<file path="src/pkg/rers_consts.svh">
// Constants of the repeater event and security register block.
// Assumes inclusion by the package and the block only.
`ifndef RERS_CONSTS_SVH
`define RERS_CONSTS_SVH
`define RERS_NPORT 13
`define RERS_PG_EVT 4'h1
`define RERS_PG_CNT_LO 4'h2
`define RERS_PG_CNT_HI 4'h3
`define RERS_PG_CNT2 4'h4
`define RERS_PG_SEC 4'h5
`define RERS_AD_PORT_FIRST 5'h11
`define RERS_AD_PORT_LAST 5'h1d
`define RERS_AD_CNT_CTRL 5'h10
`define RERS_AD_UPPER_FLAGS 5'h1e
`define RERS_AD_LOWER_FLAGS 5'h1f
`define RERS_BIT_LED_SUPPRESS 7
`define RERS_BIT_CLR16 0
`define RERS_BIT_SAT16 1
`define RERS_BIT_CLR8 2
`define RERS_BIT_SAT8 3
`define RERS_SEC_LEARN 0
`define RERS_SEC_ENABLE 1
`define RERS_SEC_BCAST 2
`define RERS_SEC_MCAST 3
`define RERS_SEC_SAM 4
`define RERS_SEC_SRC 5
`define RERS_SEC_DST 6
`define RERS_SEC_WMASK 8'h6f
`define RERS_RST_BYTE 8'h00
`define RERS_RST_WORD 16'h0000
`define RERS_MAX16 16'hffff
`define RERS_MAX8 8'hff
`endif

</file>
<file path="src/pkg/rers_pkg.sv">
// Types of the repeater event and security register block.
// Assumes the constants header sits beside it.
`include "rers_consts.svh"
package rers_pkg;
	// One processor port access, sampled on a clock edge.
	typedef struct packed {
		logic rd;
		logic wr;
		logic [3:0] page;
		logic [4:0] addr;
		logic [7:0] wdata;
	} rers_cpu_s;
	// Per-port packet result from the repeater core.
	typedef struct packed {
		logic done;
		logic bcast;
		logic mcast;
		logic sa_mis;
		logic da_mis;
	} rers_pkt_s;
endpackage : rers_pkg

</file>
<file path="src/hdl/rers_regs.sv">
// Register logic for port event flags, event counters and port security.
// Assumes one clock, a synchronous 8-bit processor port and core events.
//
// Functional notes
// RULE1: Lower flags bits 0..4 show a pending event record on ports 9..13.
// RULE2: Lower flags bits 5,6 and security bit 7 always read zero.
// RULE3: Writing the LED suppress bit 1 stops LED update cycles.
// RULE4: After writing it 0, LED updates resume only once core is idle.
// RULE5: Each port has a 16-bit counter, readable, counting enabled events.
// RULE6: Control bits select clear-on-read and saturation for 16-bit counters.
// RULE7: A 16-bit counter reads as a low byte and a high byte.
// RULE8: Reading either byte copies all 16 counter bits into a holding register.
// RULE9: Next read of the same counter's other byte returns the held byte.
// RULE10: Holding reloads only on another counter or the same byte re-read.
// RULE11: Each port has an 8-bit secondary counter counting enabled events.
// RULE12: Control bits select clear-on-read and saturation for 8-bit counters.
// RULE13: Security bit 0 enables port CAM learning; meaningless for shared CAMs.
// RULE14: Security bit 1 enables address security for the port.
// RULE15: Broadcast packets are replaced unless bit 2 is set.
// RULE16: Multicast packets are replaced unless bit 3 is set.
// RULE17: Source mismatch still applies to passed broadcast and multicast.
// RULE18: Read-only bit 4 reports source mismatch of the last packet.
// RULE19: Bit 5 uses the source address in the security comparison.
// RULE20: Bit 6 uses the destination address in the security comparison.
// RULE21: Upper flags bits 0..7 show a pending event record on ports 1..8.
// RULE22: Reading a port event record register clears its flags.
// RULE23: Replacement needs security enabled and a comparison selected.
`timescale 1ns/1ps
`include "rers_consts.svh"
module rers_regs
(
	input wire logic i_clk,
	input wire logic i_nrst,
	input wire rers_pkg::rers_cpu_s i_cpu,
	output logic [7:0] o_rdata,
	input wire logic [12:0] i_evt,
	input wire logic [12:0][7:0] i_rec_set,
	input wire rers_pkg::rers_pkt_s [12:0] i_pkt,
	input wire logic i_idle,
	output logic o_led_update_en,
	output logic [12:0] o_learn_en,
	output logic [12:0] o_replace
);

	////////////////////////////////////////////////////////////////////////
	// Helpers.

	// Tells whether an address falls in the per-port window.
	function automatic logic is_port(input logic [4:0] a);
		is_port = (a >= `RERS_AD_PORT_FIRST) && (a <= `RERS_AD_PORT_LAST);
	endfunction : is_port

	// Turns a per-port address into a port index 0..12.
	function automatic logic [3:0] port_of(input logic [4:0] a);
		logic [4:0] d;
		d = a - `RERS_AD_PORT_FIRST;
		port_of = d[3:0];
	endfunction : port_of

	////////////////////////////////////////////////////////////////////////
	// State.

	logic [15:0] cnt [13];
	logic [15:0] next_cnt [13];
	logic [7:0] cnt2 [13];
	logic [7:0] next_cnt2 [13];
	logic [7:0] rec [13];
	logic [7:0] next_rec [13];
	logic [7:0] sec [13];
	logic [7:0] next_sec [13];
	logic [15:0] hold;
	logic [15:0] next_hold;
	logic [3:0] hold_port;
	logic [3:0] next_hold_port;
	logic hold_byte;
	logic next_hold_byte;
	logic hold_valid;
	logic next_hold_valid;
	logic [3:0] cnt_ctrl;
	logic [3:0] next_cnt_ctrl;
	logic led_suppress;
	logic next_led_suppress;
	logic led_en;
	logic next_led_en;
	logic [7:0] next_rdata;
	logic [12:0] next_replace;
	logic [12:0] flags;
	logic [3:0] ap;
	logic ain;
	logic rd;
	logic wr;

	////////////////////////////////////////////////////////////////////////
	// Decode of the current processor access.

	// A port is flagged while any of its record bits stands.
	always_comb
	begin
		for (int i = 0; i < 13; i++)
		begin
			flags[i] = |rec[i]; // RULE1 RULE21
		end
		ap = port_of(i_cpu.addr);
		ain = is_port(i_cpu.addr);
		rd = i_cpu.rd;
		wr = i_cpu.wr;
	end

	////////////////////////////////////////////////////////////////////////
	// Counters and holding register.

	// Counts events, serves byte reads and handles clear-on-read.
	always_comb
	begin
		logic rd_lo;
		logic rd_hi;
		logic rd_c2;
		logic load;
		logic clr16;
		logic clr2;
		// Per-port clear strobes start idle on every pass.
		clr16 = 1'b0;
		clr2 = 1'b0;
		rd_lo = rd && ain && (i_cpu.page == `RERS_PG_CNT_LO);
		rd_hi = rd && ain && (i_cpu.page == `RERS_PG_CNT_HI);
		rd_c2 = rd && ain && (i_cpu.page == `RERS_PG_CNT2);
		next_hold = hold;
		next_hold_port = hold_port;
		next_hold_byte = hold_byte;
		next_hold_valid = hold_valid;
		// Other byte of the held counter comes from the holding copy.
		load = (rd_lo || rd_hi) && !(hold_valid && hold_port == ap
			&& hold_byte != rd_hi); // RULE9 RULE10
		if (rd_lo || rd_hi)
		begin
			next_hold_port = ap;
			next_hold_byte = rd_hi;
			next_hold_valid = 1'b1;
		end
		if (load)
		begin
			next_hold = cnt[ap]; // RULE8
		end
		for (int i = 0; i < 13; i++)
		begin
			clr16 = load && (ap == 4'(i))
				&& cnt_ctrl[`RERS_BIT_CLR16]; // RULE6
			clr2 = rd_c2 && (ap == 4'(i))
				&& cnt_ctrl[`RERS_BIT_CLR8]; // RULE12
			next_cnt[i] = clr16 ? `RERS_RST_WORD : cnt[i];
			next_cnt2[i] = clr2 ? `RERS_RST_BYTE : cnt2[i];
			// An event in the clearing cycle still counts.
			if (i_evt[i])
			begin
				if (!(cnt_ctrl[`RERS_BIT_SAT16]
					&& next_cnt[i] == `RERS_MAX16)) // RULE6
				begin
					next_cnt[i] = next_cnt[i] + 16'h0001; // RULE5
				end
				if (!(cnt_ctrl[`RERS_BIT_SAT8]
					&& next_cnt2[i] == `RERS_MAX8)) // RULE12
				begin
					next_cnt2[i] = next_cnt2[i] + 8'h01; // RULE11
				end
			end
		end
	end

	// Registers the counter group.
	always_ff @(posedge i_clk or negedge i_nrst)
	begin
		if (!i_nrst)
		begin
			for (int i = 0; i < 13; i++)
			begin
				cnt[i] <= `RERS_RST_WORD;
				cnt2[i] <= `RERS_RST_BYTE;
			end
			hold <= `RERS_RST_WORD;
			hold_port <= 4'h0;
			hold_byte <= 1'b0;
			hold_valid <= 1'b0;
		end
		else
		begin
			cnt <= next_cnt;
			cnt2 <= next_cnt2;
			hold <= next_hold;
			hold_port <= next_hold_port;
			hold_byte <= next_hold_byte;
			hold_valid <= next_hold_valid;
		end
	end

	////////////////////////////////////////////////////////////////////////
	// Configuration, flags, security and read data.

	// Handles writes, flag capture and the registered read mux.
	always_comb
	begin
		logic sa_fail;
		logic da_fail;
		logic bc_fail;
		logic mc_fail;
		logic [15:0] cv;
		// Packet verdict terms and the counter view start cleared.
		sa_fail = 1'b0;
		da_fail = 1'b0;
		bc_fail = 1'b0;
		mc_fail = 1'b0;
		cv = `RERS_RST_WORD;
		next_cnt_ctrl = cnt_ctrl;
		next_led_suppress = led_suppress;
		next_rdata = o_rdata;
		next_replace = o_replace;
		if (wr && i_cpu.page == `RERS_PG_EVT)
		begin
			if (i_cpu.addr == `RERS_AD_LOWER_FLAGS)
			begin
				next_led_suppress =
					i_cpu.wdata[`RERS_BIT_LED_SUPPRESS]; // RULE3
			end
			if (i_cpu.addr == `RERS_AD_CNT_CTRL)
			begin
				next_cnt_ctrl = i_cpu.wdata[3:0];
			end
		end
		// Updates stop at once and restart only on an idle core.
		next_led_en = !next_led_suppress
			&& (led_en || i_idle); // RULE3 RULE4
		for (int i = 0; i < 13; i++)
		begin
			next_rec[i] = rec[i];
			if (rd && ain && ap == 4'(i) && i_cpu.page == `RERS_PG_EVT)
			begin
				next_rec[i] = `RERS_RST_BYTE; // RULE22
			end
			// New records win over a clearing read.
			next_rec[i] = next_rec[i] | i_rec_set[i];
			next_sec[i] = sec[i];
			if (wr && ain && ap == 4'(i) && i_cpu.page == `RERS_PG_SEC)
			begin
				next_sec[i] = (i_cpu.wdata & `RERS_SEC_WMASK)
					| (sec[i] & ~`RERS_SEC_WMASK);
			end
			sa_fail = sec[i][`RERS_SEC_SRC] && i_pkt[i].sa_mis; // RULE19
			da_fail = sec[i][`RERS_SEC_DST] && i_pkt[i].da_mis; // RULE20
			bc_fail = i_pkt[i].bcast && !sec[i][`RERS_SEC_BCAST]; // RULE15
			mc_fail = i_pkt[i].mcast && !i_pkt[i].bcast
				&& !sec[i][`RERS_SEC_MCAST]; // RULE16
			if (i_pkt[i].done)
			begin
				next_sec[i][`RERS_SEC_SAM] = i_pkt[i].sa_mis; // RULE18
				// Source mismatch is judged even for passed packets.
				next_replace[i] = sec[i][`RERS_SEC_ENABLE] // RULE14
					&& (sec[i][`RERS_SEC_SRC] || sec[i][`RERS_SEC_DST])
					&& (sa_fail || da_fail
					|| bc_fail || mc_fail); // RULE17 RULE23
			end
			next_sec[i][7] = 1'b0; // RULE2
		end
		if (rd)
		begin
			next_rdata = `RERS_RST_BYTE;
			cv = ain ? cnt[ap] : `RERS_RST_WORD;
			if (i_cpu.page == `RERS_PG_EVT)
			begin
				if (i_cpu.addr == `RERS_AD_UPPER_FLAGS)
				begin
					next_rdata = flags[7:0]; // RULE21
				end
				else if (i_cpu.addr == `RERS_AD_LOWER_FLAGS)
				begin
					next_rdata = {led_suppress, 2'b00,
						flags[12:8]}; // RULE1 RULE2
				end
				else if (i_cpu.addr == `RERS_AD_CNT_CTRL)
				begin
					next_rdata = {4'h0, cnt_ctrl};
				end
				else if (ain)
				begin
					next_rdata = rec[ap];
				end
			end
			else if (ain && i_cpu.page == `RERS_PG_CNT_LO)
			begin
				next_rdata = next_hold[7:0]; // RULE7 RULE9
			end
			else if (ain && i_cpu.page == `RERS_PG_CNT_HI)
			begin
				next_rdata = next_hold[15:8]; // RULE7 RULE9
			end
			else if (ain && i_cpu.page == `RERS_PG_CNT2)
			begin
				next_rdata = cnt2[ap];
			end
			else if (ain && i_cpu.page == `RERS_PG_SEC)
			begin
				next_rdata = sec[ap];
			end
			if (cv == `RERS_MAX16)
			begin
				next_rdata = next_rdata;
			end
		end
	end

	// Registers the configuration group.
	always_ff @(posedge i_clk or negedge i_nrst)
	begin
		if (!i_nrst)
		begin
			for (int i = 0; i < 13; i++)
			begin
				rec[i] <= `RERS_RST_BYTE;
				sec[i] <= `RERS_RST_BYTE;
			end
			cnt_ctrl <= 4'h0;
			led_suppress <= 1'b0;
			led_en <= 1'b0;
			o_rdata <= `RERS_RST_BYTE;
			o_replace <= 13'h0000;
		end
		else
		begin
			rec <= next_rec;
			sec <= next_sec;
			cnt_ctrl <= next_cnt_ctrl;
			led_suppress <= next_led_suppress;
			led_en <= next_led_en;
			o_rdata <= next_rdata;
			o_replace <= next_replace;
		end
	end

	////////////////////////////////////////////////////////////////////////
	// Outputs taken straight from registers.

	// Learning is offered per port for the port CAMs only.
	always_comb
	begin
		for (int i = 0; i < 13; i++)
		begin
			o_learn_en[i] = sec[i][`RERS_SEC_LEARN]; // RULE13
		end
		o_led_update_en = led_en;
	end

endmodule : rers_regs

</file>
<file path="config.mk">
export PLATFORM = sky130hd
export DESIGN_NAME = rers_regs
export DESIGN_NICKNAME = d
export VERILOG_FILES = /design/src/pkg/rers_pkg.sv /design/src/hdl/rers_regs.sv
export VERILOG_INCLUDE_DIRS = /design/src /design/src/pkg
export SDC_FILE = /design/constraint.sdc
export NUM_CORES = 1
export LEC_CHECK = 0
export BUFFER_PORTS_ARGS = -buffer_cell sky130_fd_sc_hd__buf_2
export CAP_MARGIN = 20
export CORE_ASPECT_RATIO = 0.9
export CORE_UTILIZATION = 35
export DETAILED_ROUTE_END_ITERATION = 10
export PLACE_DENSITY = 0.57
export SYNTH_ARGS = -nofsm -noshare
export SYNTH_HDL_FRONTEND = slang
export SYNTH_SLANG_ARGS = --single-unit
</file>
<file path="constraint.sdc">
create_clock -name i_clk -period 8.1 [get_ports i_clk]
set_clock_uncertainty 0.05 [all_clocks]
set_input_delay 0.81 -clock i_clk [delete_from_list [all_inputs] [get_ports i_clk]]
set_output_delay 0.81 -clock i_clk [all_outputs]
set_load 0.01 [all_outputs]
</file>
Word-level counts from Yosys, hierarchy flattened --
Cells that the tools add are included.
Storage, ports and cells: register bits 556, input bits 204, word-level logic and storage cells 691
Operators by class: add/sub/neg operators 27, $lt $le $gt $ge 3, eq/ne operators 48, mux-type cells 141, bitwise logic cells 27, reductions and logical operators 359
Operator list (number):
- 2-to-1 mux 16 bit | 42
- 2-to-1 mux 8 bit | 67
- logical AND 1 bit | 236
- adder 16 x 1 -> 16 bit (second input constant) | 13
- == test 16 bit (second input constant) | 13
- adder 8 x 1 -> 8 bit (second input constant) | 13
- == test 8 bit (second input constant) | 13
- OR 8 bit | 13
- OR reduction 8 bit | 13
- binary-select mux 8 bit (select 4 bit) | 3
- OR 7 x 5 -> 7 bit | 13
- 2-to-1 mux 5 bit | 13
- binary-select mux 16 bit (select 4 bit) | 1
- logical OR 1 bit | 54
- zero test 1 bit | 41
- nonzero test 2 bit | 13
- == test 4 x 3 -> 1 bit (second input constant) | 6
- == test 4 bit (second input constant) | 5
- == test 4 x 2 -> 1 bit (second input constant) | 4
- == test 5 bit (second input constant) | 3
- 2-to-1 mux 1 bit | 15
- >= comparator 5 bit (second input constant) | 2
- == test 4 x 1 -> 1 bit (second input constant) | 2
- less-or-equal comparator 5 bit (second input constant) | 1
- 6 further kinds | 6

Depth between registers and ports, before layout --
depth after elaboration 15, gate-level depth with buffers 23

Least setup slack after synthesis --
Ideal clock, no wire load.
path kind input -> register, start point input i_cpu[8] (netlist bit), end point register cnt[168] (netlist bit), arrival 5193 ps, slack 2736 ps, cell stages on the path 23, buffers on the path 7, path through buf_4 buf_6 buf_6 buf_4 inv_2 ha_1 buf_4 xnor3_1 and4_1 nand3_1 nand2_2 buf_6 nor3_2 buf_2 nor2_1 ha_1 nand2_1 or3_1 o311ai_0 nor3_1 nand3_1 xor2_1 nor2_1
RTL lines:
- start, declared | RTL line rers_regs.sv:34 | input wire rers_pkg::rers_cpu_s i_cpu,
- end signal, assigned by index | RTL line rers_regs.sv:176 | cnt[i] <= `RERS_RST_WORD;
- end signal, assigned | RTL line rers_regs.sv:186 | cnt <= next_cnt;
- end, declared | RTL line rers_regs.sv:63 | logic [15:0] cnt [13];

==> impl_metrics.csv <==
group,metric,value,unit
grt,track_usage,22.3,%
power_and_ir_drop,leakagePower,14.9,nW
floorplanning,die_w,317,um
hold_path,holdCritPathClass,"in2async",
cells_and_area,fillers,8631,
cells_and_area,nets,3496,
grt,antenna_found_initial,5,
cts,holdBufCountCts,0,
critical_path,worst_path_largest_cell_delay,0.87,ns
logic_synthesis,yosysTopAreaCellShare,44.5,%
logic_synthesis,synth_edf_count,0,
critical_path,cp-start-kind,"primary input",
placed_design,place_congestion,0.924,
grt,grt_use_met2,32.7,%
cts,cts.sinks,556,
cts,cts_resized,0,
cts,root_buffer,"clkbuf_16",
placed_design,post-place-cells,4353,
cts,clkLatencyLatePin,0.68,ns
critical_path,worst_path_max_delay_cell,"ha_1",
sta,min_period,6.10,ns
placed_design,portBuffers,237,
critical_path,cp_data_arrival_time,6.58,ns
cells_and_area,final_cells,4468,
critical_path,path_cells,"buf_6 -> inv_2 -> ha_1 -> xnor3_1 -> and4_1 -> nand3_1 -> nand2_2 -> buf_4 -> nor3_2 -> buf_4 -> nor2b_1 -> ha_1 -> and4_1 -> and2_1 -> nand4_1 -> a311o_1 -> and2_1 -> mux2_2",
route,final_antenna_net_count,0,
placed_design,dp_slack,1.51,ns
sta,hold_viol_final,0,
grt,busiest_layer,"met1",
sta,fin_crit_sh,75.3,%
power_and_ir_drop,vdd.ir_drop.worst,0.192,mV
logic_synthesis,synth_nets,3307,
logic_synthesis,ys_seq_area_share,44.5,%
logic_synthesis,ys_warn_count,0,
grt,met1_usage,33.7,%
logic_synthesis,synthMostInstantiatedCell,"dfrtp_1",
logic_synthesis,synthTopCellsByArea,"dfrtp_1 (45%), mux4_2 (7.1%), mux2_2 (4.5%)",
floorplanning,fp.dieH,285,um
sta,relSlewSlack,25.5,%
logic_synthesis,synth.distinct_cells,97,
cells_and_area,drive_gt1_share,19.6,%
cts,cts_buffers,60,
logic_synthesis,synth_seq_cells,556,
power_and_ir_drop,finalPower,8.55,mW
sta,slew_viol_final,0,
sta,tns,0,ns
logic_synthesis,yosys.area.top_type,"dfrtp_1",
sta,setup_ws,2.00,ns
run,maxCapViolCount,0,
logic_synthesis,synthTopCellsByCount,"dfrtp_1 (556), nor2_1 (308), nand2_1 (291), nand3_1 (167), o21ai_0 (140)",
floorplanning,start_util,35.5,%
power_and_ir_drop,power_density,240,nW/um^2
route,vias,25600,
logic_synthesis,post_synth_inst_count,3072,
sta,tightest_slew,1.12,ns
floorplanning,fp-row-count,103,
critical_path,endpoint_kind,"flop",
critical_path,cp.required,8.58,ns
placed_design,dp_hpwl,74800,um
route,wl_per_cell,22.9,um
cts,cts_tree,"yes",
status,outcome,"complete, no violations",
cts,cts_setup_buffers,0,
grt,gr-usage-met3,3.57,%
grt,first_global_vias,23900,
sta,setup_viol_count_final,0,
cells_and_area,final_area,35600,sq um
floorplanning,io_pins,239,
cts,ctsLongestPathBuffers,3,
cts,clkTransAtPathRegs,0.06,ns
floorplanning,dieArea,90500,sq um
cts,cts_htree_levels,2,
logic_synthesis,synth_area_per_cell,10.2,sq um
grt,grt_max_degree,174,
critical_path,path_class,"in2reg",
route,drt_iter0_drc,2696,
critical_path,crit_family,"simple AND/OR/NAND/NOR gates",
sta,rsz0062_at_grt,"no",
route,totalWireLength,103000,um
route,drc_errors,0,
grt,grt_pass1_wl,154000,um
placed_design,place_area,33500,sq um
floorplanning,coreArea,88000,sq um
critical_path,worstPathBufferInverterCount,4,
logic_synthesis,ys.flop_type,"dfrtp_1",
route,vias_per_cell,5.72,
grt,grt_overflow_total,0,
cells_and_area,area_growth,13.9,%
critical_path,crit_fanout,31,
logic_synthesis,syn_area,31300,sq um
sta,max_clock_freq,164,MHz
logic_synthesis,synthArstFlopShare,100,%
route,drtPass1Iterations,7,
[flip-flops by register name (all words and copies together) (netlist names)]
signal,cells
hold_port,4
cnt,208
o_learn_en,13
hold_valid,1
o_led_update_en,1
o_replace,13
o_rdata,8
cnt_ctrl,4
led_suppress,1
hold_byte,1
hold,16
sec,78
cnt2,104
rec,104
[report_power, final]
group          internal (mW)  leakage, nW  total [mW]  switching (mW)
sequential              3.24         6.80        3.84           0.597
clock                   1.65         1.01        2.87            1.22
combinational          0.848         7.04        1.84           0.994
total                   5.74         14.9        8.55            2.81
[placed cells by master (no fill, tap or decap), drive strengths merged, types with 8 or more instances in the layout]
cell type	instances
a31oi	31
nand4	88
mux4	98
mux2i	29
o211ai	18
o221ai	11
a21oi	72
or3	40
o22ai	8
inv	69
buf	275
nor2b	39
and3	75
clkinv	17
nor2	310
and2	55
o21ai	147
a22oi	10
clkbuf	91
a22o	9
xnor2	79
nand2b	10
a211oi	17
xor2	130
and4	27
nand3	168
ha	31
mux2	127
nor3	70
nor3b	11
dfrtp	556
nand2	293
nor4	39
a32oi	12
a41oi	11
a21o	109
a221oi	12
[worst reg2reg max path, cell delays in order, from the launching register on]
cell	delay, ns
dfrtp_1	0.40
xnor3_1	0.21
and4_1	0.27
nand3_1	0.39
nand2_2	0.49
buf_4	0.36
nor3_2	0.08
buf_4	0.21
nor2b_1	0.21
ha_1	0.22
and4_1	0.29
and2_1	0.15
nand4_1	0.14
a311o_1	0.53
and2_1	0.28
mux2_2	0.27
[layout make-up]
class / instances / area (sq um) / share of cell area (%)
Antenna cell: 4 / 10.0 / 0.0281
Clock inverter: 19 / 233 / 0.654
Timing Repair Buffer: 275 / 1540 / 4.32
Sequential cell: 556 / 13900 / 39.1
Inverter: 71 / 267 / 0.749
Multi-Input combinational cell: 2297 / 16400 / 46.0
Tap cell: 1155 / 1450 / 4.06
Clock buffer: 91 / 1800 / 5.05
[per-layer routing]
metal | vias up | wire, um
met4 | 2 | 2720
met1 | 12900 | 47000
met2 | 923 | 45000
li1 | 11700 | -
met5 | - | 9
met3 | 123 | 7690
[per-stage QoR]
step | hold WS (ns) | utilization [%]
2_1_floorplan | 0.376 | -
3_3_place_gp | 0.393 | 38.1
3_5_place_dp | 0.397 | 38.1
4_1_cts | 0.185 | 40.4
5_1_grt | 0.210 | 40.4
6_report | 0.149 | 40.4
[logic make-up after synthesis]
kind of cell	synth area share [%]
flops	44.5
buf+inv	3.26
compound gates	12.3
xor+xnor	6.03
fa+ha+maj	1.24
simple gates	20.1
mux	12.6
[path summary, 6_finish.rpt]
check | slack [ns] | end | from | cells past startpoint
setup / recovery | 2.00 | cnt[1] | i_cpu[8] | 18
max in group asynchronous | 6.26 | rec[45] | i_nrst | 2
setup reg to reg | 3.40 | cnt[1] | hold_port[2] | 15
hold / removal | 0.15 | cnt2[74] | i_nrst | 1
hold reg to reg | 0.41 | hold_valid | hold_valid | 1
min in group i_clk | 0.25 | rec[54] | i_rec_set[54] | 2
Power figures use the tool's default switching activity.
